===== src/rtl/spp_pkg.sv =====
// Package: register map, field positions and timing of the SPI port.
package spp_pkg;

	// ********************************************************
	// Register indices (byte address is four times the index)
	// ********************************************************
	localparam logic [15:0] SPP_CFG_IDX = 16'hc0c8;
	localparam logic [15:0] SPP_CTRL_IDX = 16'hc0ca;
	localparam logic [15:0] SPP_IEN_IDX = 16'hc0cc;
	localparam logic [15:0] SPP_STAT_IDX = 16'hc0ce;
	localparam logic [15:0] SPP_ICLR_IDX = 16'hc0d0;
	localparam logic [15:0] SPP_DATA_IDX = 16'hc0d6;
	localparam int SPP_AW = 18;

	// ********************************************************
	// Field positions
	// ********************************************************
	localparam int SPP_CFG_MACT = 7;
	localparam int SPP_CFG_MEN = 6;
	localparam int SPP_CTRL_FINIT = 14;
	localparam int SPP_CTRL_BYTE = 13;
	localparam int SPP_CTRL_RDEN = 10;
	localparam int SPP_CTRL_TXRDY = 9;
	localparam int SPP_CTRL_RXRDY = 8;
	localparam int SPP_CTRL_TXEMP = 7;
	localparam int SPP_CTRL_RXFULL = 6;
	localparam int SPP_CTRL_TXLEN = 3;
	localparam int SPP_CTRL_RXLEN = 0;
	localparam int SPP_STAT_ERR = 7;
	localparam int SPP_IRQ_RX = 2;
	localparam int SPP_IRQ_TX = 1;
	localparam int SPP_IRQ_BLK = 0;

	// ********************************************************
	// Reset values
	// ********************************************************
	localparam logic [2:0] SPP_IEN_RST = 3'h0;
	localparam logic [2:0] SPP_LEN_RST = 3'h0;

	// ********************************************************
	// Timing
	// ********************************************************
	localparam int SPP_CLK_NS = 10;
	localparam int SPP_SCK_HALF_NS = 40;
	localparam int SPP_SCK_HALF_CYC = SPP_SCK_HALF_NS / SPP_CLK_NS;

	typedef enum logic {SPP_IDLE, SPP_RUN} spp_state_e;

	// Register index to APB byte address match
	function automatic logic spp_hit(input logic [SPP_AW-1:0] a,
		input logic [15:0] idx);
		return a == {idx, 2'h0};
	endfunction : spp_hit

	// Bit-length field to bit count, zero meaning a whole byte
	function automatic logic [3:0] spp_len(input logic [2:0] f);
		return (f == 3'h0) ? 4'h8 : {1'b0, f};
	endfunction : spp_len

endpackage : spp_pkg


===== src/rtl/spp_fifo_if.sv =====
// Interface: byte FIFO push/pop carrier between port logic and FIFO.
`timescale 1ns/1ps
interface spp_fifo_if;
	logic push;
	logic [7:0] wdata;
	logic pop;
	logic flush;
	logic [7:0] rdata;
	logic full;
	logic empty;
	modport ctl (output push, wdata, pop, flush, input rdata, full, empty);
	modport mem (input push, wdata, pop, flush, output rdata, full, empty);
endinterface : spp_fifo_if


===== src/rtl/spp_fifo.sv =====
// Module: synchronous show-ahead byte FIFO with flush.
`timescale 1ns/1ps
module spp_fifo #(
	parameter int DEPTH = 8
) (
	// Clock and reset
	input wire logic pclk,
	input wire logic presetn,
	// FIFO side
	spp_fifo_if.mem f
);
	localparam int PW = $clog2(DEPTH);
	localparam logic [PW:0] CNT_MAX = (PW+1)'(DEPTH);

	logic [7:0] mem_r [DEPTH];
	logic [PW-1:0] wp_r;
	logic [PW-1:0] rp_r;
	logic [PW:0] cnt_r;
	logic do_push;
	logic do_pop;

	// Push into full or pop from empty is dropped
	assign do_push = f.push & !f.full;
	assign do_pop = f.pop & !f.empty;
	assign f.full = cnt_r == CNT_MAX;
	assign f.empty = cnt_r == '0;
	assign f.rdata = mem_r[rp_r];

	// Storage, no reset needed
	always_ff @(posedge pclk) begin
		if (do_push) begin
			mem_r[wp_r] <= f.wdata;
		end
	end

	// Pointers and fill count; flush beats everything
	always_ff @(posedge pclk or negedge presetn) begin
		if (!presetn) begin
			wp_r <= '0;
			rp_r <= '0;
			cnt_r <= '0;
		end else if (f.flush) begin
			wp_r <= '0;
			rp_r <= '0;
			cnt_r <= '0;
		end else begin
			if (do_push) begin
				wp_r <= (wp_r == PW'(DEPTH-1)) ? '0 : wp_r + 1'b1;
			end
			if (do_pop) begin
				rp_r <= (rp_r == PW'(DEPTH-1)) ? '0 : rp_r + 1'b1;
			end
			cnt_r <= cnt_r + {{PW{1'b0}}, do_push} - {{PW{1'b0}}, do_pop};
		end
	end

endmodule : spp_fifo


===== src/rtl/spp_spi_port.sv =====
// Module: SPI port status, bit-length control, interrupts and shifter.
`timescale 1ns/1ps
module spp_spi_port import spp_pkg::*; #(
	parameter int FIFO_DEPTH = 8
) (
	// Clock and reset
	input wire logic pclk,
	input wire logic presetn,
	// APB slave
	input wire logic psel,
	input wire logic penable,
	input wire logic pwrite,
	input wire logic [SPP_AW-1:0] paddr,
	input wire logic [31:0] pwdata,
	output logic [31:0] prdata,
	output logic pready,
	output logic pslverr,
	// Interrupt request
	output logic irq,
	// SPI pins, output enables active low
	input wire logic spi_sck_i,
	output logic spi_sck_o,
	output logic spi_sck_oe_n,
	input wire logic spi_ss_n_i,
	output logic spi_ss_n_o,
	output logic spi_ss_n_oe_n,
	input wire logic spi_mosi_i,
	output logic spi_mosi_o,
	output logic spi_mosi_oe_n,
	input wire logic spi_miso_i,
	output logic spi_miso_o,
	output logic spi_miso_oe_n
);

	// ********************************************************
	// Declarations
	// ********************************************************
	spp_fifo_if txf();
	spp_fifo_if rxf();
	logic [2:0] sck_q;
	logic [2:0] ss_q;
	logic [1:0] mosi_q;
	logic [1:0] miso_q;
	logic master_en_r, byte_mode_r, rd_req_r;
	logic [2:0] txlen_r, rxlen_r, ien_r;
	logic err_r, rxf_r, txf_r, blkf_r;
	logic [31:0] prdata_r;
	logic pslverr_r;
	spp_state_e state_r;
	logic master_run_r, is_rd_r, sck_r;
	logic [7:0] tx_sh_r, rx_sh_r;
	logic [3:0] cnt_r, div_r, cur_len;
	logic wr, rd_setup, ctrl_wr, iclr_wr, finit, data_rd;
	logic tick, rise_ev, fall_ev, in_bit, ss_fall, ss_high;
	logic m_start, s_start, start, done, abort, rx_push, tx_pop;
	logic underflow, overflow, mapped;
	logic [15:0] ctrl_val, cfg_val, stat_val;

	// Both FIFOs share one depth; init flushes them together
	spp_fifo #(.DEPTH(FIFO_DEPTH)) u_spp_fifo_tx (
		.pclk(pclk), .presetn(presetn), .f(txf));
	spp_fifo #(.DEPTH(FIFO_DEPTH)) u_spp_fifo_rx (
		.pclk(pclk), .presetn(presetn), .f(rxf));

	// ********************************************************
	// Pin synchronisers
	// ********************************************************
	// Two flops before any logic; third stage only for edges
	always_ff @(posedge pclk or negedge presetn) begin
		if (!presetn) begin
			sck_q <= 3'h0;
			ss_q <= 3'h7;
			mosi_q <= 2'h0;
			miso_q <= 2'h0;
		end else begin
			sck_q <= {sck_q[1:0], spi_sck_i};
			ss_q <= {ss_q[1:0], spi_ss_n_i};
			mosi_q <= {mosi_q[0], spi_mosi_i};
			miso_q <= {miso_q[0], spi_miso_i};
		end
	end

	// ********************************************************
	// APB decode
	// ********************************************************
	assign wr = psel & penable & pwrite;
	assign rd_setup = psel & !penable & !pwrite;
	assign ctrl_wr = wr & spp_hit(paddr, SPP_CTRL_IDX);
	assign iclr_wr = wr & spp_hit(paddr, SPP_ICLR_IDX);
	assign finit = ctrl_wr & pwdata[SPP_CTRL_FINIT];
	assign data_rd = psel & penable & !pwrite & spp_hit(paddr, SPP_DATA_IDX);
	assign txf.push = wr & spp_hit(paddr, SPP_DATA_IDX);
	assign txf.wdata = pwdata[7:0];
	assign rxf.pop = data_rd;
	assign txf.flush = finit;
	assign rxf.flush = finit;
	assign mapped = spp_hit(paddr, SPP_CFG_IDX) |
		spp_hit(paddr, SPP_CTRL_IDX) | spp_hit(paddr, SPP_IEN_IDX) |
		spp_hit(paddr, SPP_STAT_IDX) | spp_hit(paddr, SPP_ICLR_IDX) |
		spp_hit(paddr, SPP_DATA_IDX);

	// Read views; status has no write path at all
	assign cfg_val = 16'(({15'h0, master_run_r & (state_r == SPP_RUN)}
		<< SPP_CFG_MACT) | ({15'h0, master_en_r} << SPP_CFG_MEN));
	always_comb begin
		ctrl_val = 16'h0;
		ctrl_val[SPP_CTRL_BYTE] = byte_mode_r;
		ctrl_val[SPP_CTRL_RDEN] = rd_req_r;
		ctrl_val[SPP_CTRL_TXRDY] = !txf.full;
		ctrl_val[SPP_CTRL_RXRDY] = !rxf.empty;
		ctrl_val[SPP_CTRL_TXEMP] = txf.empty;
		ctrl_val[SPP_CTRL_RXFULL] = rxf.full;
		ctrl_val[SPP_CTRL_TXLEN +: 3] = txlen_r;
		ctrl_val[SPP_CTRL_RXLEN +: 3] = rxlen_r;
		stat_val = 16'h0;
		stat_val[SPP_STAT_ERR] = err_r;
		stat_val[SPP_IRQ_RX] = rxf_r;
		stat_val[SPP_IRQ_TX] = txf_r;
		stat_val[SPP_IRQ_BLK] = blkf_r;
	end

	// Read data captured in setup; write-only registers read zero
	always_ff @(posedge pclk or negedge presetn) begin
		if (!presetn) begin
			prdata_r <= 32'h0;
			pslverr_r <= 1'b0;
		end else if (psel & !penable) begin
			pslverr_r <= !mapped;
			if (!rd_setup) begin
				prdata_r <= 32'h0;
			end else if (spp_hit(paddr, SPP_CFG_IDX)) begin
				prdata_r <= {16'h0, cfg_val};
			end else if (spp_hit(paddr, SPP_CTRL_IDX)) begin
				prdata_r <= {16'h0, ctrl_val};
			end else if (spp_hit(paddr, SPP_IEN_IDX)) begin
				prdata_r <= {29'h0, ien_r};
			end else if (spp_hit(paddr, SPP_STAT_IDX)) begin
				prdata_r <= {16'h0, stat_val};
			end else if (spp_hit(paddr, SPP_DATA_IDX)) begin
				prdata_r <= {24'h0, rxf.rdata};
			end else begin
				prdata_r <= 32'h0;
			end
		end
	end
	assign prdata = prdata_r;
	assign pready = 1'b1;
	assign pslverr = pslverr_r & psel & penable;

	// ********************************************************
	// Control and enable registers
	// ********************************************************
	// Mode bit frozen while master engine is active
	always_ff @(posedge pclk or negedge presetn) begin
		if (!presetn) begin
			master_en_r <= 1'b0;
			byte_mode_r <= 1'b0;
			txlen_r <= SPP_LEN_RST;
			rxlen_r <= SPP_LEN_RST;
			ien_r <= SPP_IEN_RST;
		end else begin
			if (wr & spp_hit(paddr, SPP_CFG_IDX) & (state_r == SPP_IDLE)) begin
				master_en_r <= pwdata[SPP_CFG_MEN];
			end
			if (ctrl_wr) begin
				byte_mode_r <= pwdata[SPP_CTRL_BYTE];
				txlen_r <= pwdata[SPP_CTRL_TXLEN +: 3];
				rxlen_r <= pwdata[SPP_CTRL_RXLEN +: 3];
			end
			if (wr & spp_hit(paddr, SPP_IEN_IDX)) begin
				ien_r <= pwdata[2:0];
			end
		end
	end

	// Read request: master start consumes it, a write wins over that
	always_ff @(posedge pclk or negedge presetn) begin
		if (!presetn) begin
			rd_req_r <= 1'b0;
		end else if (ctrl_wr) begin
			rd_req_r <= pwdata[SPP_CTRL_RDEN];
		end else if (m_start & rd_req_r) begin
			rd_req_r <= 1'b0;
		end
	end

	// ********************************************************
	// Bit engine
	// ********************************************************
	assign ss_fall = ss_q[2] & !ss_q[1];
	assign ss_high = ss_q[1];
	assign tick = master_run_r & (div_r == 4'(SPP_SCK_HALF_CYC - 1));
	assign rise_ev = master_run_r ? (tick & !sck_r) : (sck_q[1] & !sck_q[2]);
	assign fall_ev = master_run_r ? (tick & sck_r) : (!sck_q[1] & sck_q[2]);
	assign in_bit = master_run_r ? miso_q[1] : mosi_q[1];
	assign cur_len = is_rd_r ? spp_len(rxlen_r) : spp_len(txlen_r);
	assign m_start = (state_r == SPP_IDLE) & master_en_r & !finit &
		(rd_req_r | !txf.empty);
	assign s_start = (state_r == SPP_IDLE) & !master_en_r & ss_fall;
	assign start = m_start | s_start;
	assign abort = (state_r == SPP_RUN) & !master_run_r & ss_high;
	// Master ends after last falling edge, slave after last rising
	// At-or-above compare: a length cut mid-frame cannot hang us
	assign done = (state_r == SPP_RUN) & (master_run_r ?
		(fall_ev & (cnt_r >= cur_len)) :
		(rise_ev & ((cnt_r + 4'h1) >= cur_len)));
	assign tx_pop = start & !rd_req_r & !txf.empty;
	assign txf.pop = tx_pop;
	assign underflow = s_start & !rd_req_r & txf.empty;
	assign rx_push = done & is_rd_r;
	assign overflow = rx_push & rxf.full;
	assign rxf.push = rx_push;
	assign rxf.wdata = master_run_r ? rx_sh_r : {rx_sh_r[6:0], in_bit};

	// Sequencer; slave direction follows the read request
	always_ff @(posedge pclk or negedge presetn) begin
		if (!presetn) begin
			state_r <= SPP_IDLE;
			master_run_r <= 1'b0;
			is_rd_r <= 1'b0;
		end else begin
			case (state_r)
				SPP_IDLE: begin
					if (start) begin
						state_r <= SPP_RUN;
						master_run_r <= m_start;
						is_rd_r <= rd_req_r;
					end
				end
				SPP_RUN: begin
					if (done | abort | finit) begin
						state_r <= SPP_IDLE;
						master_run_r <= 1'b0;
					end
				end
				default: state_r <= SPP_IDLE;
			endcase
		end
	end

	// Shift registers and bit count; data leaves MSB first
	always_ff @(posedge pclk or negedge presetn) begin
		if (!presetn) begin
			tx_sh_r <= 8'h0;
			rx_sh_r <= 8'h0;
			cnt_r <= 4'h0;
		end else if (start) begin
			tx_sh_r <= tx_pop ? txf.rdata : 8'h0;
			rx_sh_r <= 8'h0;
			cnt_r <= 4'h0;
		end else if (state_r == SPP_RUN) begin
			if (rise_ev) begin
				rx_sh_r <= {rx_sh_r[6:0], in_bit};
				cnt_r <= cnt_r + 4'h1;
			end
			if (fall_ev) begin
				tx_sh_r <= {tx_sh_r[6:0], 1'b0};
			end
		end
	end

	// Master clock divider: one half period per tick
	always_ff @(posedge pclk or negedge presetn) begin
		if (!presetn) begin
			div_r <= 4'h0;
			sck_r <= 1'b0;
		end else if (!master_run_r | (state_r != SPP_RUN)) begin
			div_r <= 4'h0;
			sck_r <= 1'b0;
		end else if (tick) begin
			div_r <= 4'h0;
			sck_r <= !sck_r;
		end else begin
			div_r <= div_r + 4'h1;
		end
	end

	// ********************************************************
	// Status flags and interrupt
	// ********************************************************
	// Error set wins over init; only init clears it
	always_ff @(posedge pclk or negedge presetn) begin
		if (!presetn) begin
			err_r <= 1'b0;
		end else if (underflow | overflow) begin
			err_r <= 1'b1;
		end else if (finit) begin
			err_r <= 1'b0;
		end
	end

	// Flags record regardless of enable; set beats clear
	always_ff @(posedge pclk or negedge presetn) begin
		if (!presetn) begin
			rxf_r <= 1'b0;
			txf_r <= 1'b0;
			blkf_r <= 1'b0;
		end else begin
			if (rx_push & byte_mode_r) begin
				rxf_r <= 1'b1;
			end else if (data_rd) begin
				rxf_r <= 1'b0;
			end
			if (done & !is_rd_r & byte_mode_r) begin
				txf_r <= 1'b1;
			end else if (iclr_wr & pwdata[SPP_IRQ_TX]) begin
				txf_r <= 1'b0;
			end
			if (done & !byte_mode_r & txf.empty) begin
				blkf_r <= 1'b1;
			end else if (iclr_wr & pwdata[SPP_IRQ_BLK]) begin
				blkf_r <= 1'b0;
			end
		end
	end

	assign irq = |({rxf_r, txf_r, blkf_r} & ien_r);

	// ********************************************************
	// Pin drive
	// ********************************************************
	// Slave drives MISO only while selected in its write phase
	assign spi_sck_o = sck_r;
	assign spi_sck_oe_n = !master_en_r;
	assign spi_ss_n_o = !(master_run_r & (state_r == SPP_RUN));
	assign spi_ss_n_oe_n = !master_en_r;
	assign spi_mosi_o = tx_sh_r[7];
	assign spi_mosi_oe_n = !master_en_r;
	assign spi_miso_o = tx_sh_r[7];
	assign spi_miso_oe_n = !(!master_en_r & !ss_high & !rd_req_r);
endmodule : spp_spi_port


===== config.mk =====
export PLATFORM = sky130hd
export DESIGN_NAME = spp_spi_port
export DESIGN_NICKNAME = d
export VERILOG_FILES = /design/src/rtl/spp_pkg.sv /design/src/rtl/spp_fifo_if.sv /design/src/rtl/spp_fifo.sv /design/src/rtl/spp_spi_port.sv
export SDC_FILE = /design/constraint.sdc
export NUM_CORES = 1
export LEC_CHECK = 0
export BUFFER_PORTS_ARGS = -buffer_cell sky130_fd_sc_hd__buf_2
export CAP_MARGIN = 20
export CELL_PAD_IN_SITES_DETAIL_PLACEMENT = 1
export CELL_PAD_IN_SITES_GLOBAL_PLACEMENT = 1
export CORE_UTILIZATION = 30
export CTS_BUF_LIST = sky130_fd_sc_hd__clkbuf_16
export DETAILED_ROUTE_END_ITERATION = 7
export PLACE_DENSITY = 0.6
export SLEW_MARGIN = 0
export SYNTH_ARGS = -nofsm -noshare
export SYNTH_HDL_FRONTEND = slang
export SYNTH_SLANG_ARGS = --single-unit
export TNS_END_PERCENT = 50

===== constraint.sdc =====
create_clock -name pclk -period 4.7 [get_ports pclk]
set_clock_uncertainty 0.2 [all_clocks]
set_input_delay 0.705 -clock pclk [delete_from_list [all_inputs] [get_ports pclk]]
set_output_delay 0.705 -clock pclk [all_outputs]
set_load 0.005 [all_outputs]

; Yosys cells after proc, flatten, opt, wreduce, memory -nomap -nowiden
; Memory sizes are Yosys's and may differ from the RTL's.
; Index checks and enable logic that the tools add are counted.
[word_totals]
mem_count = 2
output_inout_bits = 43
in_bits = 59
reg_bits = 107
ramBits = 128
[mem_list]
columns = memory, words, word_bits, rd, rd_clocked_by_memory_dff, write_ports, line_no
row1 = u_spp_fifo_rx.mem_r, 8, 8, 1, 0, 1, spp_fifo.sv:15  ; logic [7:0] mem_r [DEPTH];
row2 = u_spp_fifo_tx.mem_r, 8, 8, 1, 0, 1, spp_fifo.sv:15
[classes]
muxes = 62
n_eq_ne = 15
n_reduce_logical = 41
magnitude_cmp = 2
n_bitwise = 66
add_sub_neg = 10
[ops]
columns = op, count
row1 = "equality test 18 bit, second input constant", 6
row2 = 2-to-1 mux 8 bit, 11
row3 = AND 1 bit, 52
row4 = 2-to-1 mux 14 bit, 3
row5 = 2-to-1 mux 4 bit, 10
row6 = 2-to-1 mux 3 bit, 12
row7 = nonzero test 2 bit, 13
row8 = 2-to-1 mux 1 bit, 24
row9 = logical NOT 1 bit, 19
row10 = "adder 3 x 1 -> 3 bit, second input constant", 4
row11 = "equality test 3 bit, second input constant", 4
row12 = OR 1 bit, 11
row13 = adder 4 x 1 -> 4 bit, 2
row14 = "adder 4 x 1 -> 4 bit, second input constant", 2
row15 = "equality test 4 bit, second input constant", 2
row16 = greater-or-equal comparator 4 bit, 2
row17 = logical NOT 4 bit, 2
row18 = OR 8 x 7 -> 8 bit, 1
row19 = AND reduction 2 bit, 4
row20 = subtractor 4 x 1 -> 4 bit, 2
row21 = logical NOT 3 bit, 2
row22 = "equality test 4 x 2 -> 1 bit, second input constant", 1
row23 = case mux 1 bit (2 select lines), 2
row24 = AND 3 bit, 1
row25 = 4 further kinds, 4

; Logic depth before layout (Yosys ltp)
; Gate-level depths: netlist of the first run.
[logic_depth]
word_depth = 13
depth_mapped = 14

; Hierarchy
; A second synthesis of the first run with hierarchy kept.
[unflattened]
cells_unflattened = 690
area_unflattened_um2 = 9980.8
[by_module_without_submodules]
columns = module, cells_each, area_each_um2, n_inst, seq_area_each_um2
row1 = spp_spi_port, 354, 3673.5, 1, 1680.4
row2 = spp_fifo at u_spp_fifo_rx, 168, 3154.3, 1, 2172.1
row3 = spp_fifo at u_spp_fifo_tx, 168, 3153.0, 1, 2172.1

; Least setup slack after synthesis of the first run
; Ideal clock, no wire load.
[synth_path]
path_kind = flip-flop to flip-flop
start = register is_rd_r
end = memory u_spp_fifo_rx.mem_r[2][0] (enable)
period_less_slack_ns = 3.618
t_arrival_ns = 3.020
stages_incl_launch_ff = 10
path_slack_ns = 1.082
setup_time_ns = 0.398
path_cell_list = dfrtp_1 clkbuf_1 mux2_2 ha_1 nand2b_1 a21o_1 a211oi_1 o31ai_2 nand2_1 nor4b_1
[synth_via]
elab_chain_len = 9
[synth_lines]
columns = item, line_no
row1 = start: declaration, spp_spi_port.sv:50  ; logic master_run_r, is_rd_r, sck_r;
row2 = start signal: assignment, spp_spi_port.sv:227  ; is_rd_r <= rd_req_r;
row3 = 2-to-1 mux 4 bit, spp_spi_port.sv:196  ; assign cur_len = is_rd_r ? spp_len(rxlen_r) : spp_len(txlen_r);
row4 = greater-or-equal comparator 4 bit (on tied branches), "spp_spi_port.sv:206, spp_spi_port.sv:205"
row5 = AND 1 bit (on tied branches), "spp_spi_port.sv:206, spp_spi_port.sv:205"
row6 = 2-to-1 mux 1 bit, spp_spi_port.sv:204  ; assign done = (state_r == SPP_RUN) & (master_run_r ?
row7 = AND 1 bit, spp_spi_port.sv:204
row8 = AND 1 bit (*), spp_spi_port.sv:210  ; assign rx_push = done & is_rd_r;
row9 = AND 1 bit (*), spp_fifo.sv:23  ; assign do_push = f.push & !f.full;
row10 = 2-to-1 mux 1 bit (*), spp_fifo.sv:31  ; if (do_push) begin
row11 = 2-to-1 mux 1 bit (not written as such) (*), spp_fifo.sv:32  ; mem_r[wp_r] <= f.wdata;
row12 = end: declaration, spp_fifo.sv:15
; Mark *: on every way between the ends. The rest lies on a longest branch, timed or not.

; Worst setup path after layout of the first run
[layout_path]
start = register is_rd_r
end = register u_spp_fifo_rx.cnt_r[2]
[layout_via]
elab_chain_len = 10
[layout_lines]
columns = item, line_no
row1 = 2-to-1 mux 4 bit, spp_spi_port.sv:196
row2 = greater-or-equal comparator 4 bit (on tied branches), "spp_spi_port.sv:206, spp_spi_port.sv:205"
row3 = AND 1 bit (on tied branches), "spp_spi_port.sv:206, spp_spi_port.sv:205"
row4 = 2-to-1 mux 1 bit, spp_spi_port.sv:204
row5 = AND 1 bit, spp_spi_port.sv:204
row6 = AND 1 bit (*), spp_spi_port.sv:210
row7 = AND 1 bit (*), spp_fifo.sv:23
row8 = adder 4 x 1 -> 4 bit (*), spp_fifo.sv:53  ; cnt_r <= cnt_r + {{PW{1'b0}}, do_push} - {{PW{1'b0}}, do_pop};
row9 = subtractor 4 x 1 -> 4 bit (*), spp_fifo.sv:53
row10 = 2-to-1 mux 4 bit (*), spp_fifo.sv:42  ; end else if (f.flush) begin
row11 = end signal: assignment, spp_fifo.sv:53
row12 = end: declaration, spp_fifo.sv:18  ; logic [PW:0] cnt_r;
; Marks and branches as above.
; A chain may end at the register's enable or synchronous reset.

==> summary by stage, run 1 <==
GRT
The initial antenna violation count is 0. The first global-routing pass estimated 36000 µm of wire. The all-layer global routing usage is 14.0%. Summed over all layers, the global routing overflow is 0. Entering global routing, the biggest net connects 63 pins. The via count of the first global-routing pass is 6169.

Worst setup path
The worst reg2reg path startpoint is is_rd_r. The largest fanout of any net on the critical path is 8. The largest stage delay on the critical path is 0.55 ns. The most critical setup path has its endpoint at u_spp_fifo_rx.cnt_r[2]. The kind of start point of the critical path is a register. The startpoint of the most critical setup path is is_rd_r. The worst setup path is captured at a register. Data on the critical path arrives at its endpoint at 3.82 ns.

The worst setup path is of the reg -> reg kind. Setup slack on the worst reg-to-reg path comes out at 1.08 ns. The critical path goes through mux2_2 -> ha_1 -> nand2b_1 -> a21o_1 -> a211oi_1 -> o31ai_2 -> nand2_1 -> inv_1 -> ha_1 -> fa_1 -> xnor2_1 -> nor2_1. The capture instance of the worst register-to-register path is u_spp_fifo_rx.cnt_r[2]. The standard cell with the maximum stage delay on the critical path is dfrtp_1. Measured in cells, the most critical reg-to-reg path has a length of 12. For the worst setup path, the data required time is 4.90 ns.

The cell that appears most often on the critical path is ha_1.

Timing
Setup violations remaining at the end of the flow were counted as 0. The setup total negative slack is 0 ns. The slew at the pin with the worst max-slew slack is 1.01 ns. The period utilization is 77.0%. The shortest clock period the worst path allows after layout is 3.62 ns.

The hold violation total from the final report is 0. In this run the tightest slew margin relative to its limit is 32.8%. The number of pins with negative max-slew slack in the final report came to 0. Setup repair after global routing left no endpoint under its margin. The maximum frequency from static timing analysis is 276 MHz.

Logic synthesis
The synthesized design contains 215 register bits. Counting distinct cell types in the post-synthesis netlist gives 64. The cell area after technology mapping is 0.00979 mm². The number of synthesized flops with an enable pin is 128.

The top flip-flop cell by instance count after synthesis is edfxtp_1. By area the synthesized netlist is led by edfxtp_1, dfrtp_1, mux4_2. The sequential share of the synthesized area is 61.5%. Sorting the synthesized cells by how often they occur yields edfxtp_1, dfrtp_1, nor2_1. The fraction of synthesized cell area taken by the top area cell type is 39.3%.

Among all cell types in the netlist, the one instantiated most often is edfxtp_1. The number of instances in the synthesized netlist is 688. The largest total area in the synthesized netlist belongs to edfxtp_1. After synthesis, the share of flip-flops with an asynchronous set or reset is 40.5%.

Yosys printed 0 warnings. Each instance of the synthesized netlist takes up on average 14.2 µm².

Clocking
The maximum level of the CTS H-tree is 1. Gates resized during post-CTS repair numbered 0. The tree is rooted in a clkbuf_16. Counting every sink on the clock net gives 215. The maximum buffer depth of the clock tree is 3. The insertion delay to the later sink of the worst-skew pair is 0.51 ns. The number of post-CTS setup repair buffers is 0. The number of CTS-inserted buffers is 24. The CTS tree is done. The number of hold buffers added after CTS is 0. After clock tree synthesis, the clock-pin slew on the worst setup and hold paths is 0.06 ns.

Power and ir drop
The power per unit of standard cell area is 401 mW/mm². Summing internal, switching and leakage power gives 4.58 mW. For this design the static power due to leakage is 4.53 nW.

The peak ir drop on the vdd network is 0.000184 V.

Detailed routing
The total number of vias is 5757. The final layout contains routed wiring with a total length of 22600 µm. The DRC violation total after the first TritonRoute iteration is 277.

Dividing the detail-routed via count by the number of cells gives 4.72. The residual DRC count is 0. The routed wirelength normalized by instance count is 18.5 µm. The count of nets left with antenna violations after detail routing is 0. The pre-antenna-repair detailed-routing pass consisted of 4 iterations.

Run status
The flow ran to the end, and the final reports show no timing, DRC or antenna violations.

Floorplan
In this run the count of I/O pins placed on the die edge is 102. The initial core utilization is 30.8%. The horizontal die dimension is 183 µm. The die footprint is 0.0334 mm². The number of placement rows is 65. The die is 183 µm tall. The core region is 0.0318 mm².

Job
The tool flagged a number of max-cap violations equal to 0.

Final layout
The total number of nets in the final design is 858. The repair_antennas step left the layout with diodes totalling 0. Leaving out filler cells and counting taps, the final layout contains 1219. Cells with a size suffix above 1 make up 23.3% of the layout.

Cells fill 35.9% of the core in the end. The synthesis-to-layout area growth is 16.7%.

Placed design
The number of input and output port buffers inserted is 59. At the end of routability-driven placement, the weighted congestion stood at 0.743. The final HPWL from detailed placement is 15900 µm. The post-placement cell count is 1174.

Hold path
The kind of path behind the tightest hold check is in -> async.
[worst min path at each step]
| stage | from | end | slack (ns) | cells after the start |
|---|---|---|---|---|
| global placement | mosi_q[0] | mosi_q[1] | 0.14 | 0 |
| CTS | spi_miso_i | miso_q[0] | 0.08 | 1 |
| global route | spi_mosi_i | mosi_q[0] | 0.08 | 1 |
| detailed placement | miso_q[0] | miso_q[1] | 0.14 | 0 |
| floorplan | miso_q[0] | miso_q[1] | 0.13 | 0 |
| finish | presetn | mosi_q[0] | 0.10 | 1 |
[routing by layer]
metal | vias to the layer above | track usage [%] | part of all wire (%)
li1 | 2688 | - | -
met1 | 2919 | 19.3 | 46
met2 | 122 | 23.1 | 47
met3 | 28 | 2.12 | 4.8
met4 | 0 | 3.46 | 1.8
met5 | - | 0 | 0
[registers in the layout (all words and copies together) (netlist names), 4 cells and up]
signal and cells:
u_spp_fifo_rx.mem_r 64, u_spp_fifo_tx.mem_r 64, prdata 12, cnt_r 4
div_r 4, rx_sh_r 8, u_spp_fifo_tx.cnt_r 4, tx_sh_r 8
u_spp_fifo_rx.cnt_r 4
[cells in the final DEF, fill, tap and decap left out, types with 3 or more instances in the layout]
cell type	Yosys	final
a21oi_1	28	28
nand3_1	5	5
a22o_1	4	4
dfstp_2	3	3
o21ai_0	24	24
ha_1	31	31
inv_1	30	36
nand4_1	4	4
buf_2	7	58
mux2i_1	32	32
a32o_1	4	4
and3_1	3	3
nor2_1	57	57
clkbuf_16	0	27
edfxtp_1	128	128
a21o_1	4	4
nand2_1	36	36
and2_1	7	7
o22a_1	7	7
mux2_2	16	16
nand2b_1	7	7
clkinv_1	0	3
nor4_2	3	3
mux2_1	4	4
nor4_4	4	4
nor4b_2	1	3
a22oi_1	4	4
or3_1	6	6
conb_1	2	21
clkinv_2	0	3
xnor2_1	8	8
nor3b_1	8	8
mux4_2	32	32
o21ai_1	3	3
dfrtp_1	84	84
nor3_1	8	8
buf_4	25	24
bufinv_16	0	3
[report_power, final]
part	switching (mW)	total, mW	internal (mW)
sequential	0.0970	2.20	2.10
clock	0.739	1.93	1.19
combinational	0.251	0.451	0.201
total	1.09	4.58	3.49
[kinds of logic (layout without fill, tap and decap cells)]
| group | after synthesis | in the layout | synth area share (%) |
|---|---|---|---|
| adder cells (fa/ha/maj) | 33 | 33 | 4.37 |
| flip-flops | 215 | 215 | 61.5 |
| AND/OR/NAND/NOR | 171 | 171 | 9.92 |
| AO/OA/AOI/OAI | 94 | 94 | 6.17 |
| other | 2 | 21 | 0.0767 |
| XOR/XNOR | 10 | 10 | 0.895 |
| buffers and inverters | 79 | 156 | 4.08 |
| multiplexers | 84 | 84 | 12.9 |
[final cells by class]
type / instances / area (µm²)
clock buffers: 27 / 676
flip-flops and latches: 215 / 6020
repair buffers: 82 / 470
well taps: 435 / 544
clock inverters: 17 / 150
fillers: 3328 / 20400
multi-input cells: 413 / 3450
inverters: 30 / 113
[stage by stage]
step           setup WS (ns)  hold WS (ns)  instance area (µm²)
6_report                1.08         0.101                11400
5_1_grt                0.870        0.0849                11400
4_1_cts                 1.08        0.0784                11400
3_5_place_dp           0.932         0.140                10600
3_3_place_gp           0.930         0.137                10600
2_1_floorplan           1.08         0.131                 9860
[critical path: cells and delay by family, from the launching register on]
family                   cells  cell delay, ns
XOR/XNOR                     1            0.16
flip-flops                   1            0.55
adder cells (fa/ha/maj)      3            0.92
buffers and inverters        1            0.09
multiplexers                 1            0.42
AND/OR/NAND/NOR              3            0.43
AO/OA/AOI/OAI                3            0.73
(Power assumes the default switching activity.)
==> run 2: changes to the inputs <==
--- a/config.mk
+++ b/config.mk
@@ -12,7 +12,7 @@
 export CORE_UTILIZATION = 30
 export CTS_BUF_LIST = sky130_fd_sc_hd__clkbuf_16
 export DETAILED_ROUTE_END_ITERATION = 7
-export PLACE_DENSITY = 0.6
+export PLACE_DENSITY = 0.62
 export SLEW_MARGIN = 0
 export SYNTH_ARGS = -nofsm -noshare
 export SYNTH_HDL_FRONTEND = slang
==> constraint.sdc (replaced) <==
create_clock -name pclk -period 3.1 [get_ports pclk]
set_clock_uncertainty 0.2 [all_clocks]
set_input_delay 0.465 -clock pclk [delete_from_list [all_inputs] [get_ports pclk]]
set_output_delay 0.465 -clock pclk [all_outputs]
set_load 0.005 [all_outputs]
==> summary by stage, run 2 (synthesis gave the netlist of run 1 again) <==
Run status
The run finished with clean final reports.

Worst setup path
The data required time of the critical path was 3.11 ns (-1.79 ns). The count of buffer and inverter cells on the critical path was 3 (+2). Tracing the worst setup path back leads to its startpoint at is_rd_r.

The standard cell with the maximum stage delay on the critical path is dfrtp_1. The critical path is of the reg -> reg type. STA classifies the critical path endpoint as a register. The reg2reg setup slack is 0.14 ns (-0.94 ns). The most frequent cell on the critical path is buf_4. The largest stage delay on the critical path is 0.40 ns (-0.15 ns).

Walking the worst path, the cells encountered are mux2_4 -> ha_4 -> nand2b_1 -> a21o_1 -> a211oi_2 -> o31ai_2 -> nand2_2 -> buf_4 -> buf_4 -> nor4b_2 -> buf_4. The depth of the most critical reg-to-reg path is 11 (-1). In this run the critical register-to-register path is launched from is_rd_r. On the critical path the largest part of the delay comes from buffers and inverters.

In this run the critical register-to-register path is captured at u_spp_fifo_rx.mem_r[2][1]. The worst endpoint data arrival time was 2.97 ns (-0.85 ns). The count of cell instances traversed by the critical path is 11 (-1). STA classifies the critical path startpoint as a register.

The largest fanout of any net on the critical path is 8 (unchanged). The critical path capture point is u_spp_fifo_rx.mem_r[2][1].

Detailed routing
The total number of vias is 5940 (+3.2%). The first-pass iteration count of the detailed router is 5 (+1). The routed wirelength normalized by instance count is 18.5 µm (-0.31%).

The DRC violation total after the first TritonRoute iteration is 348 (+26%). The average vias per placed instance is 4.72 (about the same). The routed wire length is 23300 µm (+3.0%). The residual DRC count is 0 (unchanged). The count of nets left with antenna violations after detail routing is 0 (unchanged).

Clocking
Clock tree synthesis selected as its root buffer the cell clkbuf_16. The total number of clock tree sinks came to 215 (unchanged). The maximum buffer depth of the clock tree is 3 (unchanged). The maximum level of the CTS H-tree is 1 (unchanged). The number of CTS-inserted buffers came to 25 (+4.2%). The clock-pin transition on the worst setup and hold timing paths is 0.06 ns (about the same). The insertion delay to the later sink of the worst-skew pair is 0.51 ns (about the same). The CTS tree is done.

Timing
The maximum frequency from static timing analysis is 338 MHz (+22%). The hold violation total from the final report came to 0 (unchanged). The setup total negative slack is 0 ns (unchanged). The shortest clock period the worst path allows after layout is 2.96 ns (-0.659 ns). The number of failing setup endpoints in the final timing report is 0 (unchanged).

The slew at the pin with the worst max-slew slack is 0.897 ns (-0.111 ns). The worst relative slew slack came to 40.2% (+7.4 points). The period utilization is 95.5% (+19 points). The number of pins with negative max-slew slack in the final report is 0 (unchanged). The minimum setup slack in the final design is 0.138 ns (-0.941 ns).

Power and ir drop
The peak ir drop on the vdd network came to 0.000378 V (+110%). The power per unit of standard cell area is 597 mW/mm² (+49%). The leakage component of the power is 4.72 nW (+4.4%).

Final layout
The final non-filler cell total is 1259 (+3.3%). The area of all sequential standard cells is 0.00602 mm² (unchanged). The diode insertion count for antenna repair is 0 (unchanged). Leaving out fill and tap cells, the most frequent cells in the layout are edfxtp_1, dfrtp_1, buf_2. The fill cell total of the finished layout was 3330 (+0.060%).

The synthesis-to-layout area growth is 20.9%. The share of post-route cells with drive strength above 1 is 27.8% (+4.4 points). The multi-input combinational cell area came to 0.00353 mm² (+2.5%). The library cell used most frequently in the layout, excluding fill and tap cells, is edfxtp_1. The final cell utilization of the core is 37.2% (+1.3 points). The total number of nets in the final design is 898 (+4.7%).

GRT
The total global routing overflow was 0 (unchanged). The via count of the first global-routing pass came to 6242 (+1.2%). The maximum number of pins on one net before global-route repair is 38 (-40%). The initial antenna violation count is 0 (unchanged). The wire length of the first global-routing pass is 36500 µm (+1.1%).

The all-layer global routing usage is 14.2% (+0.17 points).

Placed design
The post-placement cell count is 1207 (+2.8%). The pre-CTS setup slack is -0.00996 ns (-0.942 ns). The routability-driven placement congestion ratio was 0.794 (+6.9%). The final HPWL from detailed placement is 16500 µm (+3.9%). The number of input and output port buffers inserted was 59 (unchanged).

Floorplan
The chip height is 183 µm (unchanged). The number of placement rows came to 65 (unchanged). The core footprint is 0.0318 mm² (unchanged). The initial core utilization is 30.8% (unchanged). The die footprint was 0.0334 mm² (unchanged).

The boundary pin count is 102 (unchanged). The horizontal die dimension came to 183 µm (unchanged).

Hold path
In this run the worst hold path is classified as in -> reg.

Job
The number of violations of the max-capacitance limit is 0 (unchanged).
==> run 2: cell count changes in the layout (fill, tap and decap cells not counted), moves of 2 or more <==
cell / before / now
a21oi_1: 28 / 26
a21oi_2: 0 / 2
buf_4: 24 / 56
clkbuf_16: 27 / 25
dlygate4sd3_1: 0 / 6
ha_1: 31 / 28
ha_4: 0 / 2
inv_1: 36 / 34
nor4_1: 2 / 0
==> run 2: final cells by class <==
class                   instances  share of cell area (%)
clock inverters                20                    1.69
clock buffers                  25                    5.29
multi-input cells             413                    29.9
flip-flops and latches        215                    50.9
inverters                      30                   0.952
repair buffers                121                    6.68
well taps                     435                    4.60
==> run 2: metal layers <==
metal | track usage [%] | up-vias | routed length, µm
li1 | - | 2768 | -
met1 | 20.2 | 3042 | 11200
met2 | 22.9 | 100 | 10900
met3 | 1.78 | 30 | 770
met4 | 3.76 | 0 | 465
met5 | 0 | - | 0
==> run 2: repair_timing <==
item | 4_1_cts | 5_1_grt
buffers inserted | 0 | 1
gates resized for setup | 0 | 14
endpoints found under the hold margin | 38 | 0
setup endpoints to repair | 0 | 19
hold buffers | 6 | 0
==> run 2: how the worst min path moves through the flow <==
stage	from	cells after the start	slack [ns]	to
after global placement	mosi_q[0]	0	0.13	mosi_q[1]
after global routing	pwdata[7]	1	0.04	u_spp_fifo_tx.mem_r[2][7]
after CTS	pwdata[7]	1	0.01	u_spp_fifo_tx.mem_r[2][7]
after floorplan	presetn	0	-0.03	blkf_r
final	pwdata[7]	1	0.04	u_spp_fifo_tx.mem_r[2][7]
after detailed placement	miso_q[0]	0	0.15	miso_q[1]
==> run 2: power breakdown <==
group	switching (mW)	total, mW	internal, mW
clock network	1.14	2.94	1.80
registers	0.134	3.32	3.19
logic	0.435	0.806	0.371
total	1.71	7.07	5.36
==> run 2: metrics by stage <==
step	hold slack (ns)	total power, mW	cell area [µm²]
4_1_cts	0.0123	7.11	11800
3_3_place_gp	0.135	4.10	10900
3_5_place_dp	0.146	4.13	10900
5_1_grt	0.0404	7.41	11800
2_1_floorplan	-0.0306	3.88	9880
6_report	0.0370	7.07	11800
